==> config.mk <==
export PLATFORM = sky130hd
export DESIGN_NAME = timer_ch34_capture_compare_mode
export DESIGN_NICKNAME = d
export VERILOG_FILES = /design/src/logic/tim34_pkg.sv /design/src/logic/timer_ch34_capture_compare_mode.sv
export SDC_FILE = /design/constraint.sdc
export NUM_CORES = 1
export LEC_CHECK = 0
export ABC_AREA = 1
export BUFFER_PORTS_ARGS = -buffer_cell sky130_fd_sc_hd__buf_4
export CORE_ASPECT_RATIO = 0.8
export CORE_UTILIZATION = 29
export DETAILED_ROUTE_END_ITERATION = 16
export SLEW_MARGIN = 20
export SYNTH_ARGS = -nofsm -noshare
export SYNTH_HDL_FRONTEND = slang
export SYNTH_SLANG_ARGS = --single-unit
==> constraint.sdc <==
create_clock -name pclk -period 5.9 [get_ports pclk]
set_clock_uncertainty 0.2 [all_clocks]
set_input_delay 0.295 -clock pclk [delete_from_list [all_inputs] [get_ports pclk]]
set_output_delay 0.295 -clock pclk [all_outputs]
set_load 0.005 [all_outputs]
==> src/logic/tim34_pkg.sv <==
// Constants, field layouts and decode helpers for the channel 3/4 capture/compare block
package tim34_pkg;

    // Clock and trigger-to-output timing
    localparam int unsigned PCLK_HZ              = 50_000_000;
    localparam int unsigned FAST_TRIG_CYCLES     = 3;
    localparam int unsigned NORMAL_TRIG_CYCLES   = 5;

    // Register byte offsets on the APB
    localparam logic [11:0] MODE_OFS    = 12'h000;
    localparam logic [11:0] ENABLE_OFS  = 12'h004;
    localparam logic [11:0] CMP3_OFS    = 12'h008;
    localparam logic [11:0] CMP4_OFS    = 12'h00C;
    localparam logic [11:0] STATUS_OFS  = 12'h010;

    // Mode register: each channel owns one byte
    localparam int unsigned CH_FIELD_W  = 8;
    localparam int unsigned SEL_LSB     = 0;
    localparam int unsigned FAST_BIT    = 2;
    localparam int unsigned BUF_BIT     = 3;
    localparam int unsigned OCM_LSB     = 4;
    localparam int unsigned PSC_LSB     = 2;
    localparam int unsigned FILT_LSB    = 4;
    localparam logic [15:0] MODE_RESET  = 16'h0000;

    // Enable register: channel 3 at bits 9:8, channel 4 at bits 13:12
    localparam int unsigned EN_BASE     = 8;
    localparam int unsigned EN_STRIDE   = 4;
    localparam int unsigned POL_OFFSET  = 1;

    // Status register layout
    localparam int unsigned ST_REF_LSB  = 0;
    localparam int unsigned ST_FILT_LSB = 2;
    localparam int unsigned ST_OUT_LSB  = 4;

    // Direction select codes
    localparam logic [1:0] SEL_OUTPUT   = 2'h0;
    localparam logic [1:0] SEL_OWN_PIN  = 2'h1;
    localparam logic [1:0] SEL_PEER_PIN = 2'h2;
    localparam logic [1:0] SEL_TRIGGER  = 2'h3;

    // Compare mode codes
    localparam logic [2:0] OCM_FROZEN   = 3'h0;
    localparam logic [2:0] OCM_SET      = 3'h1;
    localparam logic [2:0] OCM_CLEAR    = 3'h2;
    localparam logic [2:0] OCM_TOGGLE   = 3'h3;
    localparam logic [2:0] OCM_FORCE_LO = 3'h4;
    localparam logic [2:0] OCM_FORCE_HI = 3'h5;
    localparam logic [2:0] OCM_PWM1     = 3'h6;
    localparam logic [2:0] OCM_PWM2     = 3'h7;

    typedef struct packed {
        logic [1:0] sel;
        logic [2:0] oc_mode;
        logic       buf_en;
        logic       fast_en;
        logic [3:0] filt;
        logic [1:0] psc;
    } chan_cfg_t;

    // Same byte carries either the output or the input layout
    function automatic chan_cfg_t decode_cfg(input logic [7:0] f);
        chan_cfg_t c;
        c.sel     = f[SEL_LSB +: 2];
        c.oc_mode = f[OCM_LSB +: 3];
        c.buf_en  = f[BUF_BIT];
        c.fast_en = f[FAST_BIT];
        c.filt    = f[FILT_LSB +: 4];
        c.psc     = f[PSC_LSB +: 2];
        return c;
    endfunction

    // Consecutive agreeing samples needed per filter code
    function automatic logic [3:0] filter_len(input logic [3:0] code);
        case (code)
            4'h0:                      filter_len = 4'h1;
            4'h1:                      filter_len = 4'h2;
            4'h2:                      filter_len = 4'h4;
            4'h3, 4'h5, 4'h7, 4'h9,
            4'hC, 4'hF:                filter_len = 4'h8;
            4'hA, 4'hD:                filter_len = 4'h5;
            default:                   filter_len = 4'h6;
        endcase
    endfunction

    // Mask on the free-running divider; sampling when masked bits are zero
    function automatic logic [4:0] filter_div_mask(input logic [3:0] code);
        case (code)
            4'h0, 4'h1, 4'h2, 4'h3:    filter_div_mask = 5'h00;
            4'h4, 4'h5:                filter_div_mask = 5'h01;
            4'h6, 4'h7:                filter_div_mask = 5'h03;
            4'h8, 4'h9:                filter_div_mask = 5'h07;
            4'hA, 4'hB, 4'hC:          filter_div_mask = 5'h0F;
            default:                   filter_div_mask = 5'h1F;
        endcase
    endfunction

    // Events per capture for each prescaler code
    function automatic logic [2:0] capture_events(input logic [1:0] code);
        case (code)
            2'h0:    capture_events = 3'h1;
            2'h1:    capture_events = 3'h2;
            2'h2:    capture_events = 3'h4;
            default: capture_events = 3'h6;
        endcase
    endfunction

endpackage

==> src/logic/timer_ch34_capture_compare_mode.sv <==
// Capture/compare channels 3 and 4: mode control, fast trigger, input filter and capture prescaler
`timescale 1ns/1ns
module timer_ch34_capture_compare_mode #(
    parameter int unsigned CNT_W = 16
) (
    // Clock and reset
    input  wire logic             pclk,
    input  wire logic             presetn,
    // APB slave
    input  wire logic             psel,
    input  wire logic             penable,
    input  wire logic             pwrite,
    input  wire logic [11:0]      paddr,
    input  wire logic [31:0]      pwdata,
    output logic      [31:0]      prdata,
    output logic                  pready,
    output logic                  pslverr,
    // Timer core
    input  wire logic [CNT_W-1:0] counter_value,
    input  wire logic             count_down,
    input  wire logic             update_event,
    input  wire logic             internal_trigger_in,
    // Input pins
    input  wire logic             timer_input_three,
    input  wire logic             timer_input_four,
    // Channel outputs
    output logic                  ch3_compare_output,
    output logic                  ch4_compare_output,
    output logic                  ch3_reference_level,
    output logic                  ch4_reference_level,
    output logic                  ch3_capture_strobe,
    output logic                  ch4_capture_strobe
);

    // Bus and control registers
    logic [15:0]          mode_r,    mode_nxt;
    logic [1:0]           en_r,      en_nxt;
    logic [1:0]           pol_r,     pol_nxt;
    logic [31:0]          prdata_r,  prdata_nxt;
    logic                 pready_r,  pready_nxt;
    logic                 pslverr_r, pslverr_nxt;

    // Channel state, index 0 is channel 3 and index 1 is channel 4
    logic [CNT_W-1:0]     cmp_act_r  [2];
    logic [CNT_W-1:0]     cmp_act_nxt[2];
    logic [CNT_W-1:0]     cmp_buf_r  [2];
    logic [CNT_W-1:0]     cmp_buf_nxt[2];
    logic [3:0]           fcnt_r     [2];
    logic [3:0]           fcnt_nxt   [2];
    logic [2:0]           pcnt_r     [2];
    logic [2:0]           pcnt_nxt   [2];
    logic [1:0]           ref_r,     ref_nxt;
    logic [1:0]           out_r,     out_nxt;
    logic [1:0]           match_r,   match_nxt;
    logic [1:0]           filt_r,    filt_nxt;
    logic [1:0]           lvl_r,     lvl_nxt;
    logic [1:0]           cap_r,     cap_nxt;
    logic [1:0]           fast1_r,   fast1_nxt;
    logic [1:0]           fast2_r,   fast2_nxt;
    logic                 trig_r,    trig_nxt;
    logic [4:0]           div_r,     div_nxt;

    // Pin synchronisers
    logic [1:0]           pin_s1_r, pin_s2_r, pin_s3_r;
    logic [1:0]           pin_lvl_r, pin_lvl_nxt;

    tim34_pkg::chan_cfg_t cfg [2];
    logic                 setup_ph;
    logic                 wr_acc;
    logic                 wr_cmp [2];

    always_comb
    begin
        for (int c = 0; c < 2; c++)
        begin
            cfg[c] = tim34_pkg::decode_cfg(mode_r[c*tim34_pkg::CH_FIELD_W +: tim34_pkg::CH_FIELD_W]);
        end
    end

    assign setup_ph  = psel & ~penable;
    assign wr_acc    = psel & penable & pwrite & pready_r;
    assign wr_cmp[0] = wr_acc & (paddr == tim34_pkg::CMP3_OFS);
    assign wr_cmp[1] = wr_acc & (paddr == tim34_pkg::CMP4_OFS);

    // Bus register group
    always_comb
    begin
        logic [15:0] wmode;
        wmode       = pwdata[15:0];
        mode_nxt    = mode_r;
        en_nxt      = en_r;
        pol_nxt     = pol_r;
        prdata_nxt  = prdata_r;
        pslverr_nxt = 1'b0;
        // Answer is prepared in the setup cycle so pready stands in the first access cycle
        pready_nxt  = setup_ph;
        if (setup_ph)
        begin
            prdata_nxt  = 32'h0000_0000;
            pslverr_nxt = 1'b0;
            case (paddr)
                tim34_pkg::MODE_OFS:   prdata_nxt[15:0] = mode_r;
                tim34_pkg::ENABLE_OFS:
                begin
                    for (int c = 0; c < 2; c++)
                    begin
                        prdata_nxt[tim34_pkg::EN_BASE + c*tim34_pkg::EN_STRIDE] = en_r[c];
                        prdata_nxt[tim34_pkg::EN_BASE + c*tim34_pkg::EN_STRIDE + tim34_pkg::POL_OFFSET] = pol_r[c];
                    end
                end
                tim34_pkg::CMP3_OFS:
                    prdata_nxt[CNT_W-1:0] = (cfg[0].sel == tim34_pkg::SEL_OUTPUT && cfg[0].buf_en)
                                            ? cmp_buf_r[0] : cmp_act_r[0];
                tim34_pkg::CMP4_OFS:
                    prdata_nxt[CNT_W-1:0] = (cfg[1].sel == tim34_pkg::SEL_OUTPUT && cfg[1].buf_en)
                                            ? cmp_buf_r[1] : cmp_act_r[1];
                tim34_pkg::STATUS_OFS:
                begin
                    prdata_nxt[tim34_pkg::ST_REF_LSB +: 2]  = ref_r;
                    prdata_nxt[tim34_pkg::ST_FILT_LSB +: 2] = filt_r;
                    prdata_nxt[tim34_pkg::ST_OUT_LSB +: 2]  = out_r;
                end
                default:               pslverr_nxt = 1'b1;
            endcase
        end
        if (wr_acc && paddr == tim34_pkg::MODE_OFS)
        begin
            mode_nxt = wmode;
            // Selection is frozen while the channel is enabled, so a live capture never changes source
            for (int c = 0; c < 2; c++)
            begin
                if (en_r[c])
                begin
                    mode_nxt[c*tim34_pkg::CH_FIELD_W + tim34_pkg::SEL_LSB +: 2] =
                        mode_r[c*tim34_pkg::CH_FIELD_W + tim34_pkg::SEL_LSB +: 2];
                end
            end
        end
        if (wr_acc && paddr == tim34_pkg::ENABLE_OFS)
        begin
            for (int c = 0; c < 2; c++)
            begin
                en_nxt[c]  = pwdata[tim34_pkg::EN_BASE + c*tim34_pkg::EN_STRIDE];
                pol_nxt[c] = pwdata[tim34_pkg::EN_BASE + c*tim34_pkg::EN_STRIDE + tim34_pkg::POL_OFFSET];
            end
        end
    end

    always_ff @(posedge pclk or negedge presetn)
    begin
        if (!presetn)
        begin
            mode_r    <= tim34_pkg::MODE_RESET;
            en_r      <= 2'h0;
            pol_r     <= 2'h0;
            prdata_r  <= 32'h0000_0000;
            pready_r  <= 1'b0;
            pslverr_r <= 1'b0;
        end
        else
        begin
            mode_r    <= mode_nxt;
            en_r      <= en_nxt;
            pol_r     <= pol_nxt;
            prdata_r  <= prdata_nxt;
            pready_r  <= pready_nxt;
            pslverr_r <= pslverr_nxt;
        end
    end

    // Pins: three flops, level accepted once the second and third agree
    always_comb
    begin
        pin_lvl_nxt = pin_lvl_r;
        for (int c = 0; c < 2; c++)
        begin
            if (pin_s2_r[c] == pin_s3_r[c])
            begin
                pin_lvl_nxt[c] = pin_s3_r[c];
            end
        end
    end

    always_ff @(posedge pclk or negedge presetn)
    begin
        if (!presetn)
        begin
            pin_s1_r  <= 2'h0;
            pin_s2_r  <= 2'h0;
            pin_s3_r  <= 2'h0;
            pin_lvl_r <= 2'h0;
        end
        else
        begin
            pin_s1_r  <= {timer_input_four, timer_input_three};
            pin_s2_r  <= pin_s1_r;
            pin_s3_r  <= pin_s2_r;
            pin_lvl_r <= pin_lvl_nxt;
        end
    end

    // Channel group
    always_comb
    begin
        logic trig_edge;
        logic is_pwm;
        logic hit;
        logic below;
        logic raw;
        logic samp;
        logic evt;
        trig_edge = internal_trigger_in & ~trig_r;
        is_pwm    = 1'b0;
        hit       = 1'b0;
        below     = 1'b0;
        raw       = 1'b0;
        samp      = 1'b0;
        evt       = 1'b0;
        trig_nxt  = internal_trigger_in;
        div_nxt   = div_r + 5'h01;
        ref_nxt   = ref_r;
        out_nxt   = out_r;
        match_nxt = match_r;
        filt_nxt  = filt_r;
        lvl_nxt   = lvl_r;
        cap_nxt   = 2'h0;
        fast1_nxt = 2'h0;
        fast2_nxt = fast1_r;
        for (int c = 0; c < 2; c++)
        begin
            cmp_act_nxt[c] = cmp_act_r[c];
            cmp_buf_nxt[c] = cmp_buf_r[c];
            fcnt_nxt[c]    = fcnt_r[c];
            pcnt_nxt[c]    = pcnt_r[c];
            if (cfg[c].sel == tim34_pkg::SEL_OUTPUT)
            begin
                is_pwm = (cfg[c].oc_mode == tim34_pkg::OCM_PWM1) || (cfg[c].oc_mode == tim34_pkg::OCM_PWM2);
                // Writes land in the buffer only while buffering, else in both copies
                if (wr_cmp[c])
                begin
                    cmp_buf_nxt[c] = pwdata[CNT_W-1:0];
                    if (!cfg[c].buf_en)
                    begin
                        cmp_act_nxt[c] = pwdata[CNT_W-1:0];
                    end
                end
                if (update_event && cfg[c].buf_en)
                begin
                    cmp_act_nxt[c] = cmp_buf_r[c];
                end
                hit          = (counter_value == cmp_act_r[c]);
                match_nxt[c] = hit;
                below        = count_down ? (counter_value <= cmp_act_r[c]) : (counter_value < cmp_act_r[c]);
                fast1_nxt[c] = trig_edge & cfg[c].fast_en & is_pwm;
                case (cfg[c].oc_mode)
                    tim34_pkg::OCM_FROZEN:   ref_nxt[c] = ref_r[c];
                    tim34_pkg::OCM_SET:      ref_nxt[c] = (hit & ~match_r[c]) ? 1'b1 : ref_r[c];
                    tim34_pkg::OCM_CLEAR:    ref_nxt[c] = (hit & ~match_r[c]) ? 1'b0 : ref_r[c];
                    tim34_pkg::OCM_TOGGLE:   ref_nxt[c] = (hit & ~match_r[c]) ? ~ref_r[c] : ref_r[c];
                    tim34_pkg::OCM_FORCE_LO: ref_nxt[c] = 1'b0;
                    tim34_pkg::OCM_FORCE_HI: ref_nxt[c] = 1'b1;
                    tim34_pkg::OCM_PWM1:     ref_nxt[c] = below;
                    tim34_pkg::OCM_PWM2:     ref_nxt[c] = ~below;
                    default:                 ref_nxt[c] = ref_r[c];
                endcase
                // Delayed trigger forces the level a match would give: inactive in PWM1, active in PWM2
                if (fast2_r[c] && cfg[c].fast_en && is_pwm)
                begin
                    ref_nxt[c] = (cfg[c].oc_mode == tim34_pkg::OCM_PWM2);
                end
                out_nxt[c] = en_r[c] & (ref_r[c] ^ pol_r[c]);
                fcnt_nxt[c] = 4'h0;
                pcnt_nxt[c] = 3'h0;
            end
            else
            begin
                out_nxt[c]   = 1'b0;
                match_nxt[c] = 1'b0;
                case (cfg[c].sel)
                    tim34_pkg::SEL_OWN_PIN:  raw = pin_lvl_r[c];
                    tim34_pkg::SEL_PEER_PIN: raw = pin_lvl_r[1-c];
                    tim34_pkg::SEL_TRIGGER:  raw = internal_trigger_in;
                    default:                 raw = 1'b0;
                endcase
                samp = ((div_r & tim34_pkg::filter_div_mask(cfg[c].filt)) == 5'h00);
                if (samp)
                begin
                    if (raw == filt_r[c])
                    begin
                        fcnt_nxt[c] = 4'h0;
                    end
                    else if (fcnt_r[c] + 4'h1 >= tim34_pkg::filter_len(cfg[c].filt))
                    begin
                        filt_nxt[c] = raw;
                        fcnt_nxt[c] = 4'h0;
                    end
                    else
                    begin
                        fcnt_nxt[c] = fcnt_r[c] + 4'h1;
                    end
                end
                lvl_nxt[c] = filt_r[c] ^ pol_r[c];
                evt        = lvl_nxt[c] & ~lvl_r[c];
                if (!en_r[c])
                begin
                    pcnt_nxt[c] = 3'h0;
                end
                else if (evt)
                begin
                    if (pcnt_r[c] + 3'h1 >= tim34_pkg::capture_events(cfg[c].psc))
                    begin
                        pcnt_nxt[c]    = 3'h0;
                        cap_nxt[c]     = 1'b1;
                        cmp_act_nxt[c] = counter_value;
                    end
                    else
                    begin
                        pcnt_nxt[c] = pcnt_r[c] + 3'h1;
                    end
                end
            end
        end
    end

    always_ff @(posedge pclk or negedge presetn)
    begin
        if (!presetn)
        begin
            for (int c = 0; c < 2; c++)
            begin
                cmp_act_r[c] <= '0;
                cmp_buf_r[c] <= '0;
                fcnt_r[c]    <= 4'h0;
                pcnt_r[c]    <= 3'h0;
            end
            ref_r   <= 2'h0;
            out_r   <= 2'h0;
            match_r <= 2'h0;
            filt_r  <= 2'h0;
            lvl_r   <= 2'h0;
            cap_r   <= 2'h0;
            fast1_r <= 2'h0;
            fast2_r <= 2'h0;
            trig_r  <= 1'b0;
            div_r   <= 5'h00;
        end
        else
        begin
            for (int c = 0; c < 2; c++)
            begin
                cmp_act_r[c] <= cmp_act_nxt[c];
                cmp_buf_r[c] <= cmp_buf_nxt[c];
                fcnt_r[c]    <= fcnt_nxt[c];
                pcnt_r[c]    <= pcnt_nxt[c];
            end
            ref_r   <= ref_nxt;
            out_r   <= out_nxt;
            match_r <= match_nxt;
            filt_r  <= filt_nxt;
            lvl_r   <= lvl_nxt;
            cap_r   <= cap_nxt;
            fast1_r <= fast1_nxt;
            fast2_r <= fast2_nxt;
            trig_r  <= trig_nxt;
            div_r   <= div_nxt;
        end
    end

    assign prdata              = prdata_r;
    assign pready              = pready_r;
    assign pslverr             = pslverr_r;
    assign ch3_compare_output  = out_r[0];
    assign ch4_compare_output  = out_r[1];
    assign ch3_reference_level = ref_r[0];
    assign ch4_reference_level = ref_r[1];
    assign ch3_capture_strobe  = cap_r[0];
    assign ch4_capture_strobe  = cap_r[1];

endmodule

==> load_flow_metrics.sql, run 1 <==
INSERT INTO impl_metrics (metric_group, metric, value, unit) VALUES
('outcome', 'status', 'finished clean', ''),
('global_route', 'grt_first_pass_wirelength', '43.20', 'mm'),
('synth', 'xor_xnor_fraction_of_synth_area', '1.328', '%'),
('setup_path', 'timing.rr.end', 'cmp_act_r[31]', ''),
('power_and_ir_drop', 'worst_ir_drop_vdd', '0.1851', 'mV'),
('synth', 'post_synth_main_area_contributors', 'sky130_fd_sc_hd__dfrtp_1, sky130_fd_sc_hd__nand2_1, sky130_fd_sc_hd__ha_1, sky130_fd_sc_hd__inv_1, sky130_fd_sc_hd__o21ai_1', ''),
('routing', 'via_count', '8024', ''),
('finish', 'mostFrequentLayoutCell', 'sky130_fd_sc_hd__nand2_1', ''),
('timing', 'slew_viol_final', '0', ''),
('hold_path', 'min_to', 'mode_r[10]', ''),
('power_and_ir_drop', 'leakage', '5.202', 'nW'),
('routing', 'remaining_drc_errors', '0', ''),
('synth', 'yosys.area_share.adder', '8.481', '%'),
('clock_network', 'cts_tree', 'built', ''),
('setup_path', 'critical_path_depth', '12', ''),
('synth', 'synth.yosys.seq_area_share', '39.56', '%'),
('placement', 'dp_slack', '2962', 'ps'),
('setup_path', 'path_delay_family', 'adder cells', ''),
('clock_network', 'cts-resized-gates', '0', ''),
('setup_path', 'worstSetupPathType', 'register to register', ''),
('global_route', 'grt_pass1_vias', '7580', ''),
('clock_network', 'clk-insertion-delay-late', '440', 'ps'),
('synth', 'number_of_storage_elements_in_the_synthesis_netlist', '146', ''),
('placement', 'placed_cells', '1635', ''),
('finish', 'layout.cells.most_common_list', 'sky130_fd_sc_hd__nand2_1, sky130_fd_sc_hd__inv_1, sky130_fd_sc_hd__dfrtp_1', ''),
('clock_network', 'htreeDepth', '4', ''),
('timing', 'max_slew_margin', '34.20', '%'),
('setup_path', 'reg2reg_setup_slack', '3020', 'ps'),
('synth', 'postSynth.topFlopCell', 'sky130_fd_sc_hd__dfrtp_1', ''),
('routing', 'drt-pass1-iter-count', '6', ''),
('die', 'core', '31350', 'sq um'),
('timing', 'setup-violations-final', '0', ''),
('synth', 'post_synth_simple_gate_area', '21.54', '%'),
('timing', 'max_freq', '0.3469', 'GHz'),
('timing', 'hold_viol_final', '0', ''),
('timing', 'postLayoutSetupSlackWorst', '3017', 'ps'),
('timing', 'period_minus_slack', '2883', 'ps'),
('finish', 'antenna_cells_inserted', '0', ''),
('finish', 'final_cell_count_without_fillers', '1678', ''),
('hold_path', 'holdCritStartpoint', 'pwdata[10]', ''),
('setup_path', 'worst_r2r_path_depth', '12', ''),
('clock_network', 'numCtsBuffers', '17', ''),
('synth', 'post_synth_instance_area', '9235', 'sq um'),
('synth', 'synth_top_family_by_area', 'simple AND/OR/NAND/NOR gates', ''),
('setup_path', 'critPathArrivalTime', '3040', 'ps'),
('synth', 'synth-warning-count', '0', ''),
('global_route', 'antenna_violations_before_repair', '1', ''),
('synth', 'synth_edf_count', '0', ''),
('setup_path', 'crit-reg2reg-launch', 'pcnt_r[3]', ''),
('placement', 'io_buffer_count', '77', ''),
('synth', 'synth_compound_gate_area_share', '19.01', '%'),
('synth', 'synth.largest_area_cell', 'sky130_fd_sc_hd__dfrtp_1', ''),
('routing', 'route.antenna.remaining_nets', '0', ''),
('setup_path', 'worstSetupEndpointType', 'register', ''),
('synth', 'yosys.cell_types.count', '49', ''),
('setup_path', 'critical_path.cell_chain', 'ha_1 -> xor2_1 -> ha_1 -> a21oi_1 -> nand2_1 -> a31o_2 -> nand2_1 -> nand3_2 -> o21ai_4 -> buf_4 -> nand2_1 -> o21ai_2', ''),
('synth', 'postSynthAreaPerCell', '7.880', 'sq um'),
('die', 'area_of_the_die', '32570', 'sq um'),
('finish', 'layout-drive-gt1-share', '16.69', '%'),
('global_route', 'track_usage', '17.33', '%'),
('die', 'placementRows', '58', ''),
('global_route', 'grt_start_max_net_pins', '98', ''),
('timing', 'tightest_slew', '983.3', 'ps'),
('placement', 'hpwlAfterDp', '19.99', 'mm'),
('synth', 'post_synthesis_async_set_or_reset_flop_share', '100.0', '%'),
('routing', 'drt_iter0_markers', '651', ''),
('setup_path', 'critical-path-top-cell-by-count', 'sky130_fd_sc_hd__nand2_1', ''),
('die', 'floorplan.initialDensity', '29.46', '%'),
('routing', 'total_routed_length', '27.36', 'mm'),
('job', 'timing.max_cap.violations', '0', ''),
('die', 'floorplan.die.width', '201.5', 'microns');
[metrics by stage]
stage / area [sq um] / hold slack, ps / power (mW) / util [%]
2_1_floorplan: 9291 / -200.6 / 1.210 / -
3_5_place_dp: 10140 / 134.7 / 1.313 / 32.33
5_1_grt: 10860 / 21.21 / 2.564 / 34.65
3_3_place_gp: 10140 / 134.1 / 1.308 / 32.33
4_1_cts: 10860 / 8.632 / 2.482 / 34.65
6_report: 10860 / 16.66 / 2.457 / 34.65
[cells by family after synthesis]
kind of cell	after synthesis
adder cells (fa/ha/maj)	63
AO/OA/AOI/OAI	291
XOR/XNOR	14
flip-flops	146
AND/OR/NAND/NOR	441
buffers and inverters	216
other	1
[tightest hold or removal path: stages]
cell,delay [ps]
sky130_fd_sc_hd__buf_4,80
sky130_fd_sc_hd__inv_1,100
sky130_fd_sc_hd__o21ai_1,140
[layout make-up]
| class | instances | area [sq um] |
|---|---|---|
| tap | 420 | 525.5 |
| fill | 3295 | 20490 |
| timing repair buffer | 94 | 737.0 |
| clock inverter | 13 | 175.2 |
| multi-input combinational | 825 | 4726 |
| inverter | 161 | 604.3 |
| sequential | 146 | 3654 |
| clock buffer | 19 | 442.9 |
[registers in the layout, indices dropped and copies added (netlist names), 5 cells and up]
signal and flops:
cmp_act_r 32, cmp_buf_r 32, mode_r 16, prdata 16, fcnt_r 8, pcnt_r 6
div_r 5
[worst max-delay path by stage]
stage                          endpoint  slack [ps]
after floorplan               filt_r[1]        3490
after global placement       prdata[15]        3000
after detailed placement     prdata[11]        2960
after CTS                 cmp_act_r[31]        3010
after global routing          filt_r[0]        2790
final                     cmp_act_r[31]        3020
[layer usage]
layer / up-vias / wire [microns] / share of wire, % / global-route usage (%)
met5: - / 0 / 0 / 0
met4: 0 / 209 / 0.76 / 3.616
met3: 18 / 1904 / 7.0 / 3.894
met2: 247 / 11960 / 44 / 26.00
met1: 3791 / 13290 / 49 / 25.26
li1: 3968 / - / - / -
[where the power goes]
part / switching, mW / internal (mW)
clock: 0.474 / 0.685
sequential: 0.0222 / 1.02
combinational: 0.158 / 0.0934
total: 0.655 / 1.80
[cells in the mapped netlist (2+ instances only)]
master,instances
sky130_fd_sc_hd__a31o_2,2
sky130_fd_sc_hd__o21ai_2,34
sky130_fd_sc_hd__nand3_1,31
sky130_fd_sc_hd__nand3_2,3
sky130_fd_sc_hd__nor2_8,3
sky130_fd_sc_hd__clkbuf_1,22
sky130_fd_sc_hd__o211ai_1,5
sky130_fd_sc_hd__nand2_2,30
sky130_fd_sc_hd__nand3_4,2
sky130_fd_sc_hd__inv_1,152
sky130_fd_sc_hd__nand3b_1,3
sky130_fd_sc_hd__a21oi_1,59
sky130_fd_sc_hd__a22oi_1,32
sky130_fd_sc_hd__nor3_1,8
sky130_fd_sc_hd__nor4_2,2
sky130_fd_sc_hd__a22o_1,5
sky130_fd_sc_hd__nand2_1,298
sky130_fd_sc_hd__buf_1,2
sky130_fd_sc_hd__o22ai_1,7
sky130_fd_sc_hd__buf_4,16
sky130_fd_sc_hd__maj3_1,2
sky130_fd_sc_hd__nor2_1,38
sky130_fd_sc_hd__xnor2_1,8
sky130_fd_sc_hd__o21bai_1,2
sky130_fd_sc_hd__nor2_4,4
sky130_fd_sc_hd__nand4_1,9
sky130_fd_sc_hd__xor2_1,6
sky130_fd_sc_hd__a32o_1,4
sky130_fd_sc_hd__buf_2,9
sky130_fd_sc_hd__inv_2,8
sky130_fd_sc_hd__o21ai_0,59
sky130_fd_sc_hd__buf_6,6
sky130_fd_sc_hd__dfrtp_1,146
sky130_fd_sc_hd__nor2_2,3
sky130_fd_sc_hd__nor4_1,3
sky130_fd_sc_hd__ha_1,61
sky130_fd_sc_hd__o21ai_1,76
[timing repair]
| action | in CTS | in global routing |
|---|---|---|
| hold endpoints to repair | 109 | 0 |
| setup buffers | 0 | 0 |
| hold buffers | 11 | 0 |
No activity file was read; power rests on OpenSTA's default activity.
==> inputs of run 2 (changes only) <==
==> constraint.sdc (replaced) <==
create_clock -name pclk -period 2.5 [get_ports pclk]
set_clock_uncertainty 0.2 [all_clocks]
set_input_delay 0.125 -clock pclk [delete_from_list [all_inputs] [get_ports pclk]]
set_output_delay 0.125 -clock pclk [all_outputs]
set_load 0.005 [all_outputs]
==> load_flow_metrics.sql, run 2 (synthesized netlist as in run 1, its figures left out) <==
INSERT INTO impl_metrics (metric_group, metric, value, unit) VALUES
('finish', 'final_cell_count_without_fillers', '1758', ''),
('routing', 'average_vias_per_placed_instance', '4.833', ''),
('finish', 'mostFrequentLayoutCell', 'sky130_fd_sc_hd__nand2_1', ''),
('global_route', 'grt_first_pass_wirelength', '44.57', 'mm'),
('die', 'placementRows', '58', ''),
('die', 'io_pins', '110', ''),
('finish', 'largestRegisters', 'cmp_act_r x32, cmp_buf_r x32', ''),
('timing', 'grt_setup_unrepaired', 'true', ''),
('outcome', 'status', 'finished clean', ''),
('timing', 'setup-violations-final', '0', ''),
('clock_network', 'numCtsBuffers', '17', ''),
('clock_network', 'cts_tree', 'built', ''),
('finish', 'layout.cells.most_common_list', 'sky130_fd_sc_hd__nand2_1, sky130_fd_sc_hd__dfrtp_1, sky130_fd_sc_hd__inv_1', ''),
('timing', 'hold_viol_final', '0', ''),
('setup_path', 'worstSetupEndpointType', 'register', ''),
('die', 'floorplan.initialDensity', '29.46', '%'),
('timing', 'postLayoutSetupSlackWorst', '66.28', 'ps'),
('routing', 'route.detailed.wl_per_inst', '16.72', 'microns'),
('die', 'core', '31350', 'sq um'),
('global_route', 'track_usage', '17.89', '%'),
('routing', 'max_used_layer', 'met4', ''),
('die', 'floorplan.die.width', '201.5', 'microns'),
('job', 'timing.max_cap.violations', '0', ''),
('hold_path', 'worst_hold_path_type', 'input pin to async pin', ''),
('global_route', 'antenna_violations_before_repair', '1', ''),
('timing', 'tightest_slew', '679.1', 'ps'),
('timing', 'max_slew_margin', '54.35', '%'),
('routing', 'drt_iter0_markers', '638', ''),
('setup_path', 'worstPathRequired', '2670', 'ps'),
('global_route', 'grt_pass1_vias', '7921', ''),
('power_and_ir_drop', 'power', '5.954', 'mW'),
('clock_network', 'clk-insertion-delay-late', '440', 'ps'),
('timing', 'period_minus_slack', '2434', 'ps'),
('die', 'area_of_the_die', '32570', 'sq um'),
('finish', 'nets', '1455', ''),
('placement', 'placed_cells', '1670', ''),
('power_and_ir_drop', 'leakage', '5.651', 'nW'),
('clock_network', 'clkSinkCount', '146', ''),
('routing', 'total_routed_length', '29.40', 'mm'),
('timing', 'timing.final.crit_share', '97.35', '%'),
('power_and_ir_drop', 'power.density', '500.7', 'nW/um^2'),
('die', 'die_y', '161.6', 'microns'),
('setup_path', 'critPathArrivalTime', '2600', 'ps'),
('routing', 'met3RoutedLength', '1.960', 'mm'),
('routing', 'remaining_drc_errors', '0', ''),
('setup_path', 'worstSetupPathType', 'register to register', ''),
('global_route', 'grt_start_max_net_pins', '53', ''),
('power_and_ir_drop', 'net-switching-power', '1.537', 'mW'),
('timing', 'max_freq', '0.4109', 'GHz'),
('power_and_ir_drop', 'internal_power', '4.417', 'mW'),
('routing', 'route.antenna.remaining_nets', '0', ''),
('placement', 'io_buffer_count', '77', ''),
('clock_network', 'htreeDepth', '4', ''),
('timing', 'setup-tns-final', '0', 'ps'),
('power_and_ir_drop', 'share_comb_of_total_power', '11.9', '%'),
('setup_path', 'crit_path_start_kind', 'register', ''),
('placement', 'hpwlAfterDp', '20.95', 'mm'),
('timing', 'finalHoldWorstSlack', '31.07', 'ps'),
('placement', 'dp_slack', '-6.550', 'ps'),
('power_and_ir_drop', 'clkPwrFrac', '46.5', '%'),
('power_and_ir_drop', 'pwr-share-seq', '41.5', '%'),
('finish', 'flow.area_growth_from_synthesis', '28.76', '%'),
('clock_network', 'cts_root_buffer', 'sky130_fd_sc_hd__clkbuf_16', ''),
('setup_path', 'timing.critical_path.fanout_max', '6', ''),
('clock_network', 'clk_path_buf_depth', '2', ''),
('global_route', 'globalRoute.totalOverflow', '0', ''),
('routing', 'drt-pass1-iter-count', '6', ''),
('finish', 'layout-drive-gt1-share', '22.81', '%'),
('routing', 'met1_length', '14.01', 'mm'),
('timing', 'slew_viol_final', '0', ''),
('routing', 'via_count', '8497', ''),
('power_and_ir_drop', 'power_switching_share', '25.82', '%'),
('placement', 'routabilityCongestion', '0.8795', ''),
('routing', 'met2WireLength', '12.99', 'mm'),
('clock_network', 'clk_pin_slew_worst_setup_hold_paths', '70', 'ps'),
('finish', 'finalInstanceArea', '11890', 'sq um'),
('placement', 'dpl-instance-area', '10450', 'sq um'),
('power_and_ir_drop', 'worst_ir_drop_vdd', '0.3182', 'mV'),
('finish', 'final_core_utilization', '37.93', '%');
run 2: worst max-delay path, stage by stage (launching register included):
cell                        delay, ps
sky130_fd_sc_hd__dfrtp_1          390
sky130_fd_sc_hd__ha_2             210
sky130_fd_sc_hd__xor2_2           210
sky130_fd_sc_hd__ha_4             250
sky130_fd_sc_hd__a21oi_2          120
sky130_fd_sc_hd__nand2_1           50
sky130_fd_sc_hd__a31o_2           220
sky130_fd_sc_hd__nand2_2           80
sky130_fd_sc_hd__nand3_2          100
sky130_fd_sc_hd__o21ai_4          180
sky130_fd_sc_hd__clkbuf_16        250
sky130_fd_sc_hd__nand2_2           50
sky130_fd_sc_hd__o21ai_2           50
run 2: worst paths after layout:
kind | start | endpoint | slack [ps] | depth (start not counted)
worst max-delay path | pcnt_r[4] | cmp_act_r[25] | 70 | 12
worst min-delay path | presetn | mode_r[10] | 30 | 2
max in group asynchronous | presetn | cmp_buf_r[20] | 1430 | 3
worst max register to register | pcnt_r[4] | cmp_act_r[25] | 70 | 12
min in group pclk | paddr[2] | pslverr | 30 | 4
worst min register to register | fast1_r[0] | fast2_r[0] | 150 | 0
run 2: routing by layer:
metal / vias to the layer above / track usage, %
met5: - / 0
met4: 0 / 5.337
met3: 25 / 3.168
met2: 273 / 26.99
met1: 4072 / 25.91
li1: 4127 / -
run 2: timing repair:
action,4_1_cts,5_1_grt
setup endpoints to repair,4,49
hold buffers,39,0
gates cloned,0,7
hold endpoints to repair,241,0
pin swaps,0,24
setup buffers,0,9
gates resized for setup,1,62
run 2: power groups by stage:
stage | combinational [mW] | clock, mW | sequential, mW
2_1_floorplan | 0.353 | 0 | 2.50
3_3_place_gp | 0.600 | 0 | 2.51
3_5_place_dp | 0.615 | 0 | 2.52
4_1_cts | 0.668 | 2.82 | 2.47
5_1_grt | 0.802 | 2.90 | 2.48
6_report | 0.711 | 2.77 | 2.47
run 2: final cells by class:
cell class              count  area, sq um
multi-input cells         825         4903
diodes                      1        2.502
repair buffers            173         1564
well taps                 420        525.5
clock inverters            13        183.9
fillers                  3253        19460
inverters                 161        613.1
flip-flops and latches    146         3656
clock buffers              19        442.9
